File: src/rtl/timer_core_regs.svh
// register offsets, field positions, reset values and timing counts of the delay timer core
// ****************************************************************************
// Overview of operation
// a start begins timing; reaching the set value switches the output per mode
// reset input stops timing, zeroes elapsed time, forces the output off
// gate active pauses accumulation; release resumes from the held value
// counting intervals split by the gate add up toward the set value
// start and reset still act while the gate is active
// the source holds start and reset pulses at least 0.05 s
// supply stays off at least 0.1 s for a power-off reset
// one-shot mode gives one pulse per start, however long start stays
// a set value below zero counts as zero; the output switches at once
// lamp flash rate changes once elapsed reaches 90 percent of set value
// eight modes on the full variant, five on the reduced-pin variant
// voltage-input variant has start only; reset and gate do nothing
// reduced-pin variant has no inputs; power-up acts as the start
// transistor variant drives only the normally-open time-limit output
// full scales 1.2, 3, 12, 30 units; the double variant doubles them
// elapsed time is a count of timebase ticks compared to the scaled set
// ****************************************************************************
`ifndef TIMER_CORE_REGS_SVH
`define TIMER_CORE_REGS_SVH

// register byte addresses
`define TMR_ADDR_CTRL    4'h0
`define TMR_ADDR_SET     4'h4
`define TMR_ADDR_STATUS  4'h8
`define TMR_ADDR_ELAPSED 4'hC

// control register fields
`define CTRL_MODE   2:0
`define CTRL_RANGE  4:3
`define CTRL_DOUBLE 5
`define CTRL_VAR    7:6
`define CTRL_TRANS  8
`define CTRL_W      9
`define CTRL_RESET  9'h000
`define SET_RESET   16'h0000

// pin positions inside the synchronised pin vector
`define PIN_START 0
`define PIN_RESET 1
`define PIN_GATE  2

// full scales in ticks of 10 ms (hundredths of a unit)
`define FS_RANGE0 16'h0078
`define FS_RANGE1 16'h012C
`define FS_RANGE2 16'h04B0
`define FS_RANGE3 16'h0BB8

// near-end threshold as a ratio: elapsed * 10 >= set * 9
`define NEAR_NUM 20'h00009
`define NEAR_DEN 20'h0000A

// timebase
`define TMR_CLK_NS  40
`define TMR_TICK_NS 10000000
`define TMR_TICK_CYCLES (`TMR_TICK_NS / `TMR_CLK_NS)
`define SLOW_HALF_TICKS 7'h32
`define FAST_HALF_TICKS 7'h0A

`endif

File: src/rtl/timer_core_pkg.sv
// types shared by the delay timer core modules
package timer_core_pkg;

  // operating modes: on-delay, flicker off/on start, signal on/off-delay,
  // signal off-delay, interval, on/off-delay second form, one-shot
  typedef enum logic [2:0] {
    MODE_A, MODE_B, MODE_B2, MODE_C, MODE_D, MODE_E, MODE_G, MODE_J
  } mode_t;

  // product variant: full inputs, voltage start only, reduced pins, spare
  typedef enum logic [1:0] {VAR_FULL, VAR_VOLT, VAR_REDUCED, VAR_SPARE} variant_t;

  // timing sequencer states
  typedef enum logic [1:0] {ST_IDLE, ST_ON_DLY, ST_OFF_DLY, ST_HOLD} state_t;

endpackage

File: src/rtl/timer_link_if.sv
// signals passed from the pin synchroniser and timebase to the timer core
`timescale 1ns/1ns
interface timer_link_if;
  logic       tick;
  logic       lamp_slow;
  logic       lamp_fast;
  logic [2:0] pins_sync;

  modport src_tb (output tick, output lamp_slow, output lamp_fast);
  modport src_in (output pins_sync);
  modport sink   (input tick, input lamp_slow, input lamp_fast, input pins_sync);
endinterface

File: src/rtl/pin_synchroniser.sv
// two-stage synchroniser for the start, reset and gate pins
`timescale 1ns/1ns
module pin_synchroniser (
  input  wire logic       clk_in,
  input  wire logic       rst_n_in,
  input  wire logic [2:0] pins_in,
  timer_link_if.src_in    lnk
);

  logic [2:0] meta_ff;
  logic [2:0] sync_ff;
  logic [2:0] nxt_meta;
  logic [2:0] nxt_sync;

  // the first stage feeds only the second stage
  always_comb begin
    nxt_meta = pins_in;
    nxt_sync = meta_ff;
  end

  always_ff @(posedge clk_in) begin
    if (!rst_n_in) begin
      meta_ff <= 3'h0;
      sync_ff <= 3'h0;
    end else begin
      meta_ff <= nxt_meta;
      sync_ff <= nxt_sync;
    end
  end

  assign lnk.pins_sync = sync_ff;

endmodule // pin_synchroniser

File: src/rtl/tick_timebase.sv
// fixed 10 ms tick and the two lamp flash rates
`timescale 1ns/1ns
`include "timer_core_regs.svh"
module tick_timebase #(
  parameter int unsigned TICK_CYCLES = `TMR_TICK_CYCLES
) (
  input  wire logic    clk_in,
  input  wire logic    rst_n_in,
  timer_link_if.src_tb lnk
);

  logic [17:0] cyc_ff;
  logic [17:0] nxt_cyc;
  logic        tick_ff;
  logic        nxt_tick;
  logic [6:0]  slow_ff;
  logic [6:0]  nxt_slow;
  logic [6:0]  fast_ff;
  logic [6:0]  nxt_fast;
  logic        ls_ff;
  logic        nxt_ls;
  logic        lf_ff;
  logic        nxt_lf;

  // free-running divider; flash counters advance on the tick only
  always_comb begin
    nxt_cyc  = cyc_ff + 18'h00001;
    nxt_tick = 1'b0;
    nxt_slow = slow_ff;
    nxt_fast = fast_ff;
    nxt_ls   = ls_ff;
    nxt_lf   = lf_ff;
    if (cyc_ff >= 18'(TICK_CYCLES - 1)) begin
      nxt_cyc  = 18'h00000;
      nxt_tick = 1'b1;
    end
    if (tick_ff) begin
      nxt_slow = slow_ff + 7'h01;
      nxt_fast = fast_ff + 7'h01;
      if (slow_ff >= `SLOW_HALF_TICKS - 7'h01) begin
        nxt_slow = 7'h00;
        nxt_ls   = ~ls_ff;
      end
      if (fast_ff >= `FAST_HALF_TICKS - 7'h01) begin
        nxt_fast = 7'h00;
        nxt_lf   = ~lf_ff;
      end
    end
  end

  always_ff @(posedge clk_in) begin
    if (!rst_n_in) begin
      cyc_ff  <= 18'h00000;
      tick_ff <= 1'b0;
      slow_ff <= 7'h00;
      fast_ff <= 7'h00;
      ls_ff   <= 1'b0;
      lf_ff   <= 1'b0;
    end else begin
      cyc_ff  <= nxt_cyc;
      tick_ff <= nxt_tick;
      slow_ff <= nxt_slow;
      fast_ff <= nxt_fast;
      ls_ff   <= nxt_ls;
      lf_ff   <= nxt_lf;
    end
  end

  assign lnk.tick      = tick_ff;
  assign lnk.lamp_slow = ls_ff;
  assign lnk.lamp_fast = lf_ff;

endmodule // tick_timebase

File: src/rtl/multimode_delay_timer_core.sv
// timing core of the multimode delay timer with its register port
//
// Strobed register access and the address map were chosen for this implementation.
`timescale 1ns/1ns
`include "timer_core_regs.svh"
module multimode_delay_timer_core #(
  parameter int unsigned TICK_CYCLES = `TMR_TICK_CYCLES
) (
  input  wire logic        clk_in,
  input  wire logic        rst_n_in,
  input  wire logic        start_pin_in,
  input  wire logic        reset_pin_in,
  input  wire logic        gate_pin_in,
  input  wire logic [3:0]  addr_in,
  input  wire logic [31:0] wdata_in,
  input  wire logic        wr_in,
  input  wire logic        rd_in,
  output logic      [31:0] rdata_out,
  output logic             ctrl_no_out,
  output logic             ctrl_nc_out,
  output logic             inst_out,
  output logic             lamp_out,
  output logic             timing_out
);

  // ****************************************************************************
  // helpers
  // ****************************************************************************

  // full scale of the chosen range, doubled on the double variant
  function automatic logic [15:0] full_scale(input logic [1:0] rng, input logic dbl);
    logic [15:0] fs;
    unique case (rng)
      2'h0: fs = `FS_RANGE0;
      2'h1: fs = `FS_RANGE1;
      2'h2: fs = `FS_RANGE2;
      2'h3: fs = `FS_RANGE3;
    endcase
    return dbl ? {fs[14:0], 1'b0} : fs;
  endfunction

  // true once elapsed has reached nine tenths of the target
  function automatic logic near_end(input logic [15:0] el, input logic [15:0] tg);
    return ({4'h0, el} * `NEAR_DEN) >= ({4'h0, tg} * `NEAR_NUM);
  endfunction

  // ****************************************************************************
  // submodules
  // ****************************************************************************

  timer_link_if lnk ();

  pin_synchroniser u_sync (
    .clk_in   (clk_in),
    .rst_n_in (rst_n_in),
    .pins_in  ({gate_pin_in, reset_pin_in, start_pin_in}),
    .lnk      (lnk.src_in)
  );

  tick_timebase #(.TICK_CYCLES(TICK_CYCLES)) u_tb (
    .clk_in   (clk_in),
    .rst_n_in (rst_n_in),
    .lnk      (lnk.src_tb)
  );

  // ****************************************************************************
  // configuration decode
  // ****************************************************************************

  logic [`CTRL_W-1:0]           ctrl_ff;
  logic [15:0]                  set_ff;
  logic                         pwr_ff;
  logic                         start_prev_ff;
  timer_core_pkg::state_t       st_ff;
  logic [15:0]                  elapsed_ff;
  logic                         out_ff;
  timer_core_pkg::mode_t        mode_raw;
  timer_core_pkg::mode_t        mode_eff;
  timer_core_pkg::variant_t     variant;
  logic                         transistor;
  logic                         start_eff;
  logic                         reset_eff;
  logic                         gate_eff;
  logic                         rise;
  logic                         fall;
  logic [15:0]                  fs;
  logic [15:0]                  target;
  logic                         reached;
  logic                         timing;

  // reduced-pin parts see the supply as a held start; others read pins
  always_comb begin
    mode_raw   = timer_core_pkg::mode_t'(ctrl_ff[`CTRL_MODE]);
    variant    = timer_core_pkg::variant_t'(ctrl_ff[`CTRL_VAR]);
    transistor = ctrl_ff[`CTRL_TRANS];
    mode_eff   = mode_raw;
    start_eff  = lnk.pins_sync[`PIN_START];
    if (variant == timer_core_pkg::VAR_REDUCED) begin
      start_eff = pwr_ff;
      if (mode_raw == timer_core_pkg::MODE_C || mode_raw == timer_core_pkg::MODE_D ||
          mode_raw == timer_core_pkg::MODE_G) begin
        mode_eff = timer_core_pkg::MODE_A;
      end
    end
    // voltage and reduced parts have no reset or gate terminal
    reset_eff = lnk.pins_sync[`PIN_RESET] && (variant == timer_core_pkg::VAR_FULL ||
                variant == timer_core_pkg::VAR_SPARE);
    gate_eff  = lnk.pins_sync[`PIN_GATE] && (variant == timer_core_pkg::VAR_FULL ||
                variant == timer_core_pkg::VAR_SPARE);
    rise      = start_eff && !start_prev_ff;
    fall      = !start_eff && start_prev_ff;
    fs        = full_scale(ctrl_ff[`CTRL_RANGE], ctrl_ff[`CTRL_DOUBLE]);
    // a dial turned below zero means zero time; above full scale clamps
    target    = set_ff[15] ? 16'h0000 : ((set_ff > fs) ? fs : set_ff);
    reached = elapsed_ff >= target;
    timing  = st_ff == timer_core_pkg::ST_ON_DLY || st_ff == timer_core_pkg::ST_OFF_DLY;
  end

  // ****************************************************************************
  // timing sequencer
  // ****************************************************************************

  timer_core_pkg::state_t nxt_st;
  logic [15:0]            nxt_elapsed;
  logic                   nxt_out;
  logic                   nxt_pwr;
  logic                   nxt_prev;

  // reset is checked last so it overrides any start in the same cycle
  always_comb begin
    nxt_st      = st_ff;
    nxt_elapsed = elapsed_ff;
    nxt_out     = out_ff;
    nxt_pwr     = 1'b1;
    nxt_prev    = start_eff;
    if (timing) begin
      // gate freezes the sum; it resumes from the held count
      if (lnk.tick && !gate_eff && !reached) begin
        nxt_elapsed = elapsed_ff + 16'h0001;
      end
      if (reached) begin
        unique case (mode_eff)
          timer_core_pkg::MODE_B, timer_core_pkg::MODE_B2: begin
            nxt_out     = ~out_ff;
            nxt_elapsed = 16'h0000;  // flicker restarts; other modes keep the total
          end
          timer_core_pkg::MODE_A, timer_core_pkg::MODE_C, timer_core_pkg::MODE_D,
          timer_core_pkg::MODE_E, timer_core_pkg::MODE_G, timer_core_pkg::MODE_J: begin
            if (st_ff == timer_core_pkg::ST_ON_DLY) begin
              nxt_out = 1'b1;
              nxt_st  = timer_core_pkg::ST_HOLD;
            end else begin
              nxt_out = 1'b0;
              nxt_st  = timer_core_pkg::ST_IDLE;
            end
          end
        endcase
      end
    end
    // start release drives the off-delay modes; C gives up if the output never came on
    if (fall && st_ff != timer_core_pkg::ST_IDLE && (mode_eff == timer_core_pkg::MODE_C ||
        mode_eff == timer_core_pkg::MODE_D || mode_eff == timer_core_pkg::MODE_G)) begin
      nxt_elapsed = 16'h0000;
      nxt_st      = (mode_eff != timer_core_pkg::MODE_C || out_ff) ?
                    timer_core_pkg::ST_OFF_DLY : timer_core_pkg::ST_IDLE;
    end
    // only an edge starts, so a held start cannot retrigger a one-shot
    if (rise) begin
      nxt_elapsed = 16'h0000;
      nxt_out     = 1'b1;
      unique case (mode_eff)
        timer_core_pkg::MODE_A, timer_core_pkg::MODE_B, timer_core_pkg::MODE_C,
        timer_core_pkg::MODE_G: begin
          nxt_st  = timer_core_pkg::ST_ON_DLY;
          nxt_out = 1'b0;
        end
        timer_core_pkg::MODE_B2: nxt_st = timer_core_pkg::ST_ON_DLY;
        timer_core_pkg::MODE_D:  nxt_st = timer_core_pkg::ST_HOLD;
        timer_core_pkg::MODE_E,
        timer_core_pkg::MODE_J:  nxt_st = timer_core_pkg::ST_OFF_DLY;
      endcase
    end
    if (reset_eff) begin
      nxt_st      = timer_core_pkg::ST_IDLE;
      nxt_elapsed = 16'h0000;
      nxt_out     = 1'b0;
    end
  end

  always_ff @(posedge clk_in) begin
    if (!rst_n_in) begin
      st_ff         <= timer_core_pkg::ST_IDLE;
      elapsed_ff    <= 16'h0000;
      out_ff        <= 1'b0;
      pwr_ff        <= 1'b0;
      start_prev_ff <= 1'b0;
    end else begin
      st_ff         <= nxt_st;
      elapsed_ff    <= nxt_elapsed;
      out_ff        <= nxt_out;
      pwr_ff        <= nxt_pwr;
      start_prev_ff <= nxt_prev;
    end
  end

  // ****************************************************************************
  // output pins
  // ****************************************************************************

  logic nc_ff;
  logic inst_ff;
  logic lamp_ff;
  logic timing_ff;
  logic nxt_nc;
  logic nxt_inst;
  logic nxt_lamp;

  // transistor parts have no break or instantaneous contact
  always_comb begin
    nxt_nc   = !transistor && !nxt_out;
    nxt_inst = !transistor && start_eff && !reset_eff;
    if (timing) begin
      nxt_lamp = near_end(elapsed_ff, target) ? lnk.lamp_fast : lnk.lamp_slow;
    end else begin
      nxt_lamp = out_ff;
    end
  end

  always_ff @(posedge clk_in) begin
    if (!rst_n_in) begin
      nc_ff     <= 1'b0;
      inst_ff   <= 1'b0;
      lamp_ff   <= 1'b0;
      timing_ff <= 1'b0;
    end else begin
      nc_ff     <= nxt_nc;
      inst_ff   <= nxt_inst;
      lamp_ff   <= nxt_lamp;
      timing_ff <= timing;
    end
  end

  assign ctrl_no_out = out_ff;
  assign ctrl_nc_out = nc_ff;
  assign inst_out    = inst_ff;
  assign lamp_out    = lamp_ff;
  assign timing_out  = timing_ff;

  // ****************************************************************************
  // register port
  // ****************************************************************************

  logic [`CTRL_W-1:0] nxt_ctrl;
  logic [15:0]        nxt_set;
  logic [31:0]        rdata_ff;
  logic [31:0]        nxt_rdata;

  // read data stands only in the cycle after the strobe; holes read zero
  always_comb begin
    nxt_ctrl  = ctrl_ff;
    nxt_set   = set_ff;
    nxt_rdata = 32'h00000000;
    if (wr_in && addr_in == `TMR_ADDR_CTRL) begin
      nxt_ctrl = wdata_in[`CTRL_W-1:0];
    end
    if (wr_in && addr_in == `TMR_ADDR_SET) begin
      nxt_set = wdata_in[15:0];
    end
    if (rd_in) begin
      unique case (addr_in)
        `TMR_ADDR_CTRL:    nxt_rdata = {23'h000000, ctrl_ff};
        `TMR_ADDR_SET:     nxt_rdata = {16'h0000, set_ff};
        `TMR_ADDR_STATUS:  nxt_rdata = {25'h0000000, st_ff, lamp_ff,
                                        near_end(elapsed_ff, target), gate_eff,
                                        timing, out_ff};
        `TMR_ADDR_ELAPSED: nxt_rdata = {target, elapsed_ff};
        default:           nxt_rdata = 32'h00000000;
      endcase
    end
  end

  always_ff @(posedge clk_in) begin
    if (!rst_n_in) begin
      ctrl_ff  <= `CTRL_RESET;
      set_ff   <= `SET_RESET;
      rdata_ff <= 32'h00000000;
    end else begin
      ctrl_ff  <= nxt_ctrl;
      set_ff   <= nxt_set;
      rdata_ff <= nxt_rdata;
    end
  end

  assign rdata_out = rdata_ff;
endmodule // multimode_delay_timer_core

File: config.mk
export PLATFORM = sky130hd
export DESIGN_NAME = multimode_delay_timer_core
export DESIGN_NICKNAME = d
export VERILOG_FILES = /design/src/rtl/timer_core_pkg.sv /design/src/rtl/timer_link_if.sv /design/src/rtl/pin_synchroniser.sv /design/src/rtl/tick_timebase.sv /design/src/rtl/multimode_delay_timer_core.sv
export VERILOG_INCLUDE_DIRS = /design/src /design/src/rtl
export SDC_FILE = /design/constraint.sdc
export NUM_CORES = 1
export LEC_CHECK = 0
export BUFFER_PORTS_ARGS = -buffer_cell sky130_fd_sc_hd__buf_2
export CORE_MARGIN = 2
export CORE_UTILIZATION = 62
export CTS_BUF_LIST = sky130_fd_sc_hd__clkbuf_8
export CTS_CLUSTER_DIAMETER = 30
export DETAILED_ROUTE_END_ITERATION = 8
export GPL_ROUTABILITY_DRIVEN = 0
export MAX_ROUTING_LAYER = met4
export PLACE_DENSITY_LB_ADDON = 0.2
export SETUP_SLACK_MARGIN = 0.5
export SLEW_MARGIN = 30
export SYNTH_ARGS = -nofsm -noshare
export SYNTH_HDL_FRONTEND = slang
export SYNTH_HIERARCHICAL = 1
export SYNTH_SLANG_ARGS = --single-unit
File: constraint.sdc
create_clock -name clk_in -period 7.7 [get_ports clk_in]
set_input_delay 1.155 -clock clk_in [delete_from_list [all_inputs] [get_ports clk_in]]
set_output_delay 1.155 -clock clk_in [all_outputs]
set_load 0.02 [all_outputs]
==> results of run 1 <==
## per-layer routing
layer / share of wire [%] / GRT usage (%) / wire length (µm) / vias to the layer above
met2: 46 / 41.1 / 7800 / 154
met3: 4.8 / 5.14 / 804 / 36
met5: 0 / - / 0 / -
li1: - / - / - / 3266
met1: 47 / 35.5 / 7920 / 2993
met4: 2.3 / 9.60 / 386 / 0
## power by group through the flow
stage / logic [µW] / registers, µW / clock network, µW
2_1_floorplan: 97.0 / 660 / 0
3_3_place_gp: 131 / 659 / 0
3_5_place_dp: 133 / 659 / 0
4_1_cts: 134 / 644 / 586
5_1_grt: 153 / 644 / 614
6_report: 138 / 643 / 580
## kinds of logic after synthesis
kind of cell             synth area share [%]
other                                  0.0961
AND/OR/NAND/NOR                          20.7
XOR/XNOR                                 6.05
flip-flops                               31.3
multiplexers                             5.59
buffers and inverters                    4.44
AO/OA/AOI/OAI                            14.6
adder cells (fa/ha/maj)                  17.3
## stage by stage
| stage | hold slack (ns) | area, µm² |
|---|---|---|
| 2_1_floorplan | 0.410 | 7840 |
| 3_3_place_gp | 0.415 | 8270 |
| 3_5_place_dp | 0.417 | 8270 |
| 4_1_cts | 0.434 | 8680 |
| 5_1_grt | 0.447 | 8720 |
| 6_report | 0.433 | 8720 |
## area by class of cell
| class | count | area (µm²) |
|---|---|---|
| Clock buffer | 17 | 234 |
| Clock inverter | 15 | 169 |
| Fill cell | 1011 | 3740 |
| Inverter | 54 | 203 |
| Multi-Input combinational cell | 686 | 5080 |
| Sequential cell | 122 | 2450 |
| Tap cell | 172 | 215 |
| Timing Repair Buffer | 70 | 370 |
## how the worst max path moves through the flow
stage	endpoint	cells after the start	slack, ns
after floorplan	rdata_out[3]$_SDFF_PN0_	29	1.25
after global placement	rdata_out[3]$_SDFF_PN0_	30	0.62
after detailed placement	rdata_out[3]$_SDFF_PN0_	30	0.51
after CTS	rdata_out[3]$_SDFF_PN0_	30	0.53
after global routing	rdata_out[3]$_SDFF_PN0_	30	0.50
final	rdata_out[3]$_SDFF_PN0_	30	0.83
## worst register-to-register path: cells and delay by family, from the launching register on
family,cells,cell delay [ns]
flip-flops,1,0.39
multiplexers,1,0.44
AO/OA/AOI/OAI,14,2.59
buffers and inverters,3,0.56
AND/OR/NAND/NOR,6,1.15
XOR/XNOR,2,0.33
adder cells (fa/ha/maj),4,1.31
## flip-flops by register name, summed over array words and instances (netlist names), 3 cells and up
register,flops
rdata_out,31
u_tb/cyc_ff,18
elapsed_ff,16
set_ff,16
ctrl_ff,9
u_tb/fast_ff,7
u_tb/slow_ff,7
u_sync/lnk.pins_sync,3
u_sync/meta_ff,3
## repair_timing
action | 4_1_cts | 5_1_grt
resized for setup | 2 | 8
setup endpoints to repair | 1 | 2
gates cloned | 0 | 0
pin swaps | 0 | 1
setup buffers | 0 | 2
## cell usage after synthesis (3+ instances only)
cell | number | area share [%]
and3_1 | 6 | 0.48
or2_2 | 4 | 0.32
xor2_1 | 16 | 1.8
a211o_1 | 6 | 0.67
mux4_2 | 6 | 1.7
a21oi_1 | 38 | 2.4
o21bai_1 | 3 | 0.29
clkbuf_1 | 20 | 0.96
nor2b_1 | 15 | 1.2
o21a_1 | 5 | 0.48
mux2i_1 | 29 | 3.7
a31oi_1 | 6 | 0.48
and2_1 | 17 | 1.4
nor4_1 | 6 | 0.48
a211oi_1 | 9 | 0.86
ha_1 | 105 | 17
nor3_1 | 40 | 2.6
inv_1 | 54 | 2.6
dfxtp_1 | 122 | 31
nor2_1 | 81 | 3.9
nand2b_1 | 12 | 0.96
o21ai_0 | 27 | 1.7
buf_6 | 4 | 0.58
nand4_1 | 11 | 0.88
or3_1 | 9 | 0.72
a211oi_2 | 3 | 0.48
xnor2_1 | 38 | 4.3
a21boi_0 | 21 | 2.0
nand3_1 | 21 | 1.3
o31ai_1 | 7 | 0.67
nand2_1 | 66 | 3.2
and2_2 | 3 | 0.29
o41ai_1 | 3 | 0.34
a21o_1 | 12 | 1.2
==> flow_summary.ini, run 1 <==
[status]
status = completed

[timing]
hold_viol_final = 0
worst_slew_margin_rel_pct = 47.5
setup_viol = 0
tightest_slew_ns = 0.787
finalCriticalPeriod_ns = 6.87
fin_ws_ns = 0.829
fin_crit_sh_pct = 89.2
fmax_mhz = 146
finClkSkew_ns = 0.0154
fin_setup_tns_ns = 0
rsz0062_at_grt = false
maxSlewViolCount = 0

[critical_path]
r2r_slack_ns = 0.83
timing.rr.start = ctrl_ff[3]$_SDFFE_PN0P_
path_class = register to register
crit_start = ctrl_ff[3]$_SDFFE_PN0P_
cp-start-kind = register
end_kind = register
critPathMostFrequentCell = ha_1
reg2reg_depth = 30
cp.required_ns = 8.06
cp_top_family = compound AO/OA/AOI/OAI gates
worst-path-max-fanout = 13
critPathBufInv = 3
cp.arrival_ns = 7.23
slowest_delay_ns = 0.47
crit_slowest_cell = fa_1
r2r-end = rdata_out[3]$_SDFF_PN0_

[yosys]
ys_warn_count = 6
synth_edf_count = 0
ys_seq_elements = 122
ys_async_sr_fraction_pct = 0
netlist_area_um2 = 7810
ys.flop_type = dfxtp_1
synth_cell_types = 78
syn_inst = 883
synth-seq-area-share_pct = 31.3
avgSynthCellArea_um2 = 8.85

[floorplanning]
rows = 41
die_y_um = 116
die_x_um = 116
core_um2 = 12500
initial_core_util_pct = 62.7
io_pins = 80
die_area_um2 = 13500

[placed_design]
dp_cells = 1102
hpwl_um = 12600
pre_cts_slack_ns = 0.510
port_buffers = 62

[global_routing]
grt.overflow.total = 0
grt_pass1_wl_um = 27700
grt_max_degree = 47
grt_use_total_pct = 26.8
antenna_found_initial = 0
grt_pass1_vias = 5851

[routing]
ant_nets = 0
via_per_inst = 5.68
vias = 6449
drt-wirelength-per-cell_um = 14.9
firstDrtPassIters = 5
drc = 0
finalWirelength_um = 16900
drtIter0Drc = 490

[clock_network]
insertion_delay_ns = 0.47
clockBufferDepth = 2
cts_made_buffers = 17
cts_hold_buf = 0
clock-root-buffer = clkbuf_8
cts_sinks = 122
path_clk_slew_ns = 0.08
cts_tree = done
cts_max_level = 4

[finish]
syn2layout_area_growth_pct = 11.6
layout_commonest_cell = dfxtp_1
final_cell_mix = 119 x dfxtp_1, 105 x ha_1, 81 x nor2_1
instances_no_fill = 1136
layout.nets = 1101
postLayoutCoreUtil_pct = 70.0
antennaDiodeCount = 0
drive_above_1_share_pct = 15.1

[power_and_ir_drop]
clkPwrFrac_pct = 42.6
power.internal_uw = 989
total_power_uw = 1360
seq_power_share_pct = 47.3
leakagePower_uw = 0.00383
power.net_switching_uw = 372
peakVddDrop_mv = 0.179
cellPowerDensity_nw_per_um2 = 156
combinationalPowerShare_pct = 10.1
swShare_pct = 27.3

[min_path]
hold_end = u_tb/slow_ff[6]$_SDFFE_PN0P_
min_path_type = register to register
holdPathStages = 2
hp-start = u_tb/slow_ff[6]$_SDFFE_PN0P_

[run]
drv_cap = 0
(Power assumes the default switching activity.)
==> inputs of run 2 (changes only) <==
--- a/config.mk
+++ b/config.mk
@@ -13,7 +13,6 @@
 export CTS_CLUSTER_DIAMETER = 30
 export DETAILED_ROUTE_END_ITERATION = 8
 export GPL_ROUTABILITY_DRIVEN = 0
-export MAX_ROUTING_LAYER = met4
 export PLACE_DENSITY_LB_ADDON = 0.2
 export SETUP_SLACK_MARGIN = 0.5
 export SLEW_MARGIN = 30
==> run 2 against run 1 <==
Effect of this change:
- final cell count unchanged
- combinational power hardly changed
- die area stayed put
- first-iteration DRC count shrank 3.5%
- critical path type unchanged
- highest routed layer unchanged
==> flow_summary.ini, run 2 (synthesized netlist as in run 1, its figures left out) <==
[critical_path]
cp.arrival_ns = 7.23
worst-path-max-fanout = 13
crit_slowest_cell = fa_1
cp.required_ns = 8.05
path_class = register to register
cp-start-kind = register
critPathBufInv = 3
cp_top_family = compound AO/OA/AOI/OAI gates
slowest_delay_ns = 0.47
end_kind = register
critPathMostFrequentCell = ha_1

[floorplanning]
core_um2 = 12500
die_area_um2 = 13500
die_y_um = 116
io_pins = 80
initial_core_util_pct = 62.7
rows = 41
die_x_um = 116

[timing]
fin_crit_sh_pct = 89.3
hold_viol_final = 0
fmax_mhz = 145
tightest_slew_ns = 0.795
finClkSkew_ns = 0.0153
rsz0062_at_grt = false
setup_viol = 0
fin_ws_ns = 0.824
maxSlewViolCount = 0
fin_setup_tns_ns = 0
worst_slew_margin_rel_pct = 46.7
finalCriticalPeriod_ns = 6.88

[global_routing]
antenna_found_initial = 0
grt.overflow.total = 0
grt_max_degree = 47
grt_use_total_pct = 26.0
grt_pass1_wl_um = 27600
grt_pass1_vias = 5839

[routing]
vias = 6455
drc = 0
ant_nets = 0
finalWirelength_um = 16900
drtIter0Drc = 473
drt-wirelength-per-cell_um = 14.9
firstDrtPassIters = 5
via_per_inst = 5.68

[clock_network]
cts_made_buffers = 17
cts_hold_buf = 0
cts_max_level = 4
clock-root-buffer = clkbuf_8
clockBufferDepth = 2
cts_tree = done
insertion_delay_ns = 0.46
cts_sinks = 122
path_clk_slew_ns = 0.08

[finish]
instances_no_fill = 1136
largest_register_ffs = 31
final_cell_mix = 119 x dfxtp_1, 105 x ha_1, 81 x nor2_1
layout_commonest_cell = dfxtp_1
antennaDiodeCount = 0
postLayoutCoreUtil_pct = 70.0
drive_above_1_share_pct = 15.1
layout.nets = 1101
syn2layout_area_growth_pct = 11.6

[power_and_ir_drop]
total_power_uw = 1360
cellPowerDensity_nw_per_um2 = 156
peakVddDrop_mv = 0.179
leakagePower_uw = 0.00383

[placed_design]
port_buffers = 62
pre_cts_slack_ns = 0.510
hpwl_um = 12600
dp_cells = 1102

[min_path]
min_path_type = register to register

[status]
status = completed

[run]
drv_cap = 0
[run 2: cell counts in the layout (fill, tap and decap cells not counted)]
No cell type changed its count.
[run 2: per-layer routing]
layer  routed length [µm]  GRT usage, %  part of all wire [%]
met1                 7800          35.6                    46
met2                 7850          41.0                    46
met3                  889          5.29                   5.3
met4                  350          9.37                   2.1
met5                    0             0                     0
[run 2: final cells by class]
type,count,area (µm²)
Clock buffer,17,234
Clock inverter,15,169
Fill cell,1011,3740
Inverter,54,203
Multi-Input combinational cell,686,5080
Sequential cell,122,2450
Tap cell,172,215
Timing Repair Buffer,70,370
[run 2: where the power goes]
part	leakage (µW)	switching (µW)	internal, µW	total, µW
clock network	0.000200	284	294	578
registers	0.000989	6.14	637	643
logic	0.00264	80.0	57.7	138
total	0.00383	370	989	1360
[run 2: through the flow]
step,instance area [µm²],hold WS (ns)
finish,8720,0.432
global route,8720,0.447
CTS,8680,0.434
detailed placement,8270,0.417
global placement,8270,0.415
floorplan,7840,0.410
[run 2: worst paths after layout]
path / cells after the start / endpoint / startpoint / slack [ns]
worst max-delay path: 30 / rdata_out[3]$_SDFF_PN0_ / ctrl_ff[3]$_SDFFE_PN0P_ / 0.82
worst max register to register: 30 / rdata_out[3]$_SDFF_PN0_ / ctrl_ff[3]$_SDFFE_PN0P_ / 0.82
worst min-delay path: 2 / u_tb/slow_ff[6]$_SDFFE_PN0P_ / u_tb/slow_ff[6]$_SDFFE_PN0P_ / 0.43
worst min register to register: 2 / u_tb/slow_ff[6]$_SDFFE_PN0P_ / u_tb/slow_ff[6]$_SDFFE_PN0P_ / 0.43
[run 2: what timing repair did]
action	CTS	global route
pin swaps	0	1
setup endpoints to repair	1	2
buffers inserted	0	2
gates resized for setup	2	8
[run 2: worst min-delay path, cell delays in order (launching register included)]
cell     delay [ns]
dfxtp_1        0.31
nand2_1        0.05
nor2_1         0.03
==> inputs of run 3 (changes only) <==
==> constraint.sdc (replaced) <==
create_clock -name clk_in -period 7.7 [get_ports clk_in]
set_input_delay 0.77 -clock clk_in [delete_from_list [all_inputs] [get_ports clk_in]]
set_output_delay 0.77 -clock clk_in [all_outputs]
set_load 0.02 [all_outputs]
==> run 3 against run 2 <==
Effect of this change:
- routed wire length grew 1.3%
- sequential power barely moved
- die area unchanged
- highest routed layer unchanged
- combinational power hardly changed
- final cell count shrank 0.18%
- clock skew is 0.0029 ns lower
- design area grew 0.20%
- via count is 0.28% higher
- first-iteration DRC count fell by 18%
- maximum frequency rose by 2.0%
- flip-flop and latch count unchanged
==> flow_summary.ini, run 3 (synthesized netlist as in run 1, its figures left out) <==
[floorplanning]
die_x_um = 116
io_pins = 80
die_y_um = 116
core_um2 = 12500
initial_core_util_pct = 62.7
rows = 41
die_area_um2 = 13500

[timing]
hold_viol_final = 0
fmax_mhz = 148
worst_slew_margin_rel_pct = 45.7
fin_setup_tns_ns = 0
finalCriticalPeriod_ns = 6.74
finClkSkew_ns = 0.0124
maxSlewViolCount = 0
fin_crit_sh_pct = 87.6
setup_viol = 0
rsz0062_at_grt = false
tightest_slew_ns = 0.803

[placed_design]
hpwl_um = 12700
dp_cells = 1101
port_buffers = 62

[clock_network]
cts_tree = done
clockBufferDepth = 2
cts_made_buffers = 17
insertion_delay_ns = 0.46
path_clk_slew_ns = 0.08
cts_sinks = 122
clock-root-buffer = clkbuf_8
cts_max_level = 4

[critical_path]
critPathMostFrequentCell = ha_1
path_class = register to register
slowest_delay_ns = 0.51
cp.required_ns = 8.06
cp-start-kind = register
worst-path-max-fanout = 14
end_kind = register
crit_slowest_cell = or3b_2
cp_top_family = compound AO/OA/AOI/OAI gates
critPathBufInv = 2
cp.arrival_ns = 7.10

[finish]
final_cell_mix = 119 x dfxtp_1, 105 x ha_1, 81 x nor2_1
instances_no_fill = 1134
layout.nets = 1099
nFillCells = 1026
syn2layout_area_growth_pct = 11.8
antennaDiodeCount = 0
largest_register_ffs = 31
drive_above_1_share_pct = 15.0
layout_commonest_cell = dfxtp_1

[global_routing]
grt_use_total_pct = 26.4
grt_max_degree = 47
antenna_found_initial = 0
grt.overflow.total = 0
grt_pass1_vias = 6000
grt_pass1_wl_um = 28100

[routing]
drtIter0Drc = 390
via_per_inst = 5.71
vias = 6473
drc = 0
drt-wirelength-per-cell_um = 15.1
firstDrtPassIters = 5
ant_nets = 0
finalWirelength_um = 17100

[status]
status = completed

[power_and_ir_drop]
leakagePower_uw = 0.00383
cellPowerDensity_nw_per_um2 = 160
peakVddDrop_mv = 0.182

[run]
drv_cap = 0

[min_path]
min_path_type = register to register
run 3: changes by cell type in the layout (fill, tap and decap cells not counted), sizes merged:
cell    change
clkbuf      +1
clkinv      -2
buf         -2
bufinv      +1
run 3: per-layer routing:
metal / share of wire, % / GRT usage (%) / wire (µm)
met1: 46 / 34.9 / 7890
met2: 47 / 42.5 / 8090
met3: 4.4 / 5.66 / 754
met4: 2.2 / 9.84 / 380
met5: 0 / 0 / 0
run 3: power breakdown:
| group | switching, µW | total (µW) | internal, µW |
|---|---|---|---|
| Sequential | 6.32 | 644 | 637 |
| Combinational | 79.9 | 137 | 57.3 |
| Clock | 285 | 620 | 336 |
| Total | 371 | 1400 | 1030 |
run 3: cell type report:
class	count	area, µm²	share of cell area, %
timing repair buffer	68	355	4.07
tap	172	215	2.46
clock inverter	14	186	2.13
inverter	54	203	2.32
multi-input combinational	686	5080	58.1
sequential	122	2450	28.0
clock buffer	18	248	2.84
run 3: final timing paths:
path              depth (start not counted)                            to  slack [ns]                         start
setup / recovery                         29       rdata_out[3]$_SDFF_PN0_        0.96       ctrl_ff[3]$_SDFFE_PN0P_
hold / removal                            2  u_tb/slow_ff[6]$_SDFFE_PN0P_        0.43  u_tb/slow_ff[6]$_SDFFE_PN0P_
setup reg to reg                         29       rdata_out[3]$_SDFF_PN0_        0.96       ctrl_ff[3]$_SDFFE_PN0P_
hold reg to reg                           2  u_tb/slow_ff[6]$_SDFFE_PN0P_        0.43  u_tb/slow_ff[6]$_SDFFE_PN0P_
run 3: repair_timing:
item | CTS | global route
setup endpoints to repair | 2 | 2
pin swaps | 0 | 2
resized for setup | 3 | 7
hold buffers | 0 | 0
setup buffers | 0 | 1
run 3: tightest hold or removal path: stages, from the launching register on:
cell     delay (ns)
dfxtp_1        0.31
nand2_1        0.05
nor2_1         0.03
run 3: metrics by stage:
step / power, µW / hold WS, ns / cell area [µm²] / utilization [%] / setup slack (ns)
after detailed placement: 791 / 0.419 / 8270 / 66.3 / 0.401
final: 1400 / 0.432 / 8740 / 70.1 / 0.958
after CTS: 1410 / 0.431 / 8710 / 69.9 / 0.521
after floorplan: 757 / 0.410 / 7840 / - / 1.25
after global routing: 1450 / 0.451 / 8740 / 70.1 / 0.519
after global placement: 789 / 0.414 / 8270 / 66.3 / 0.575
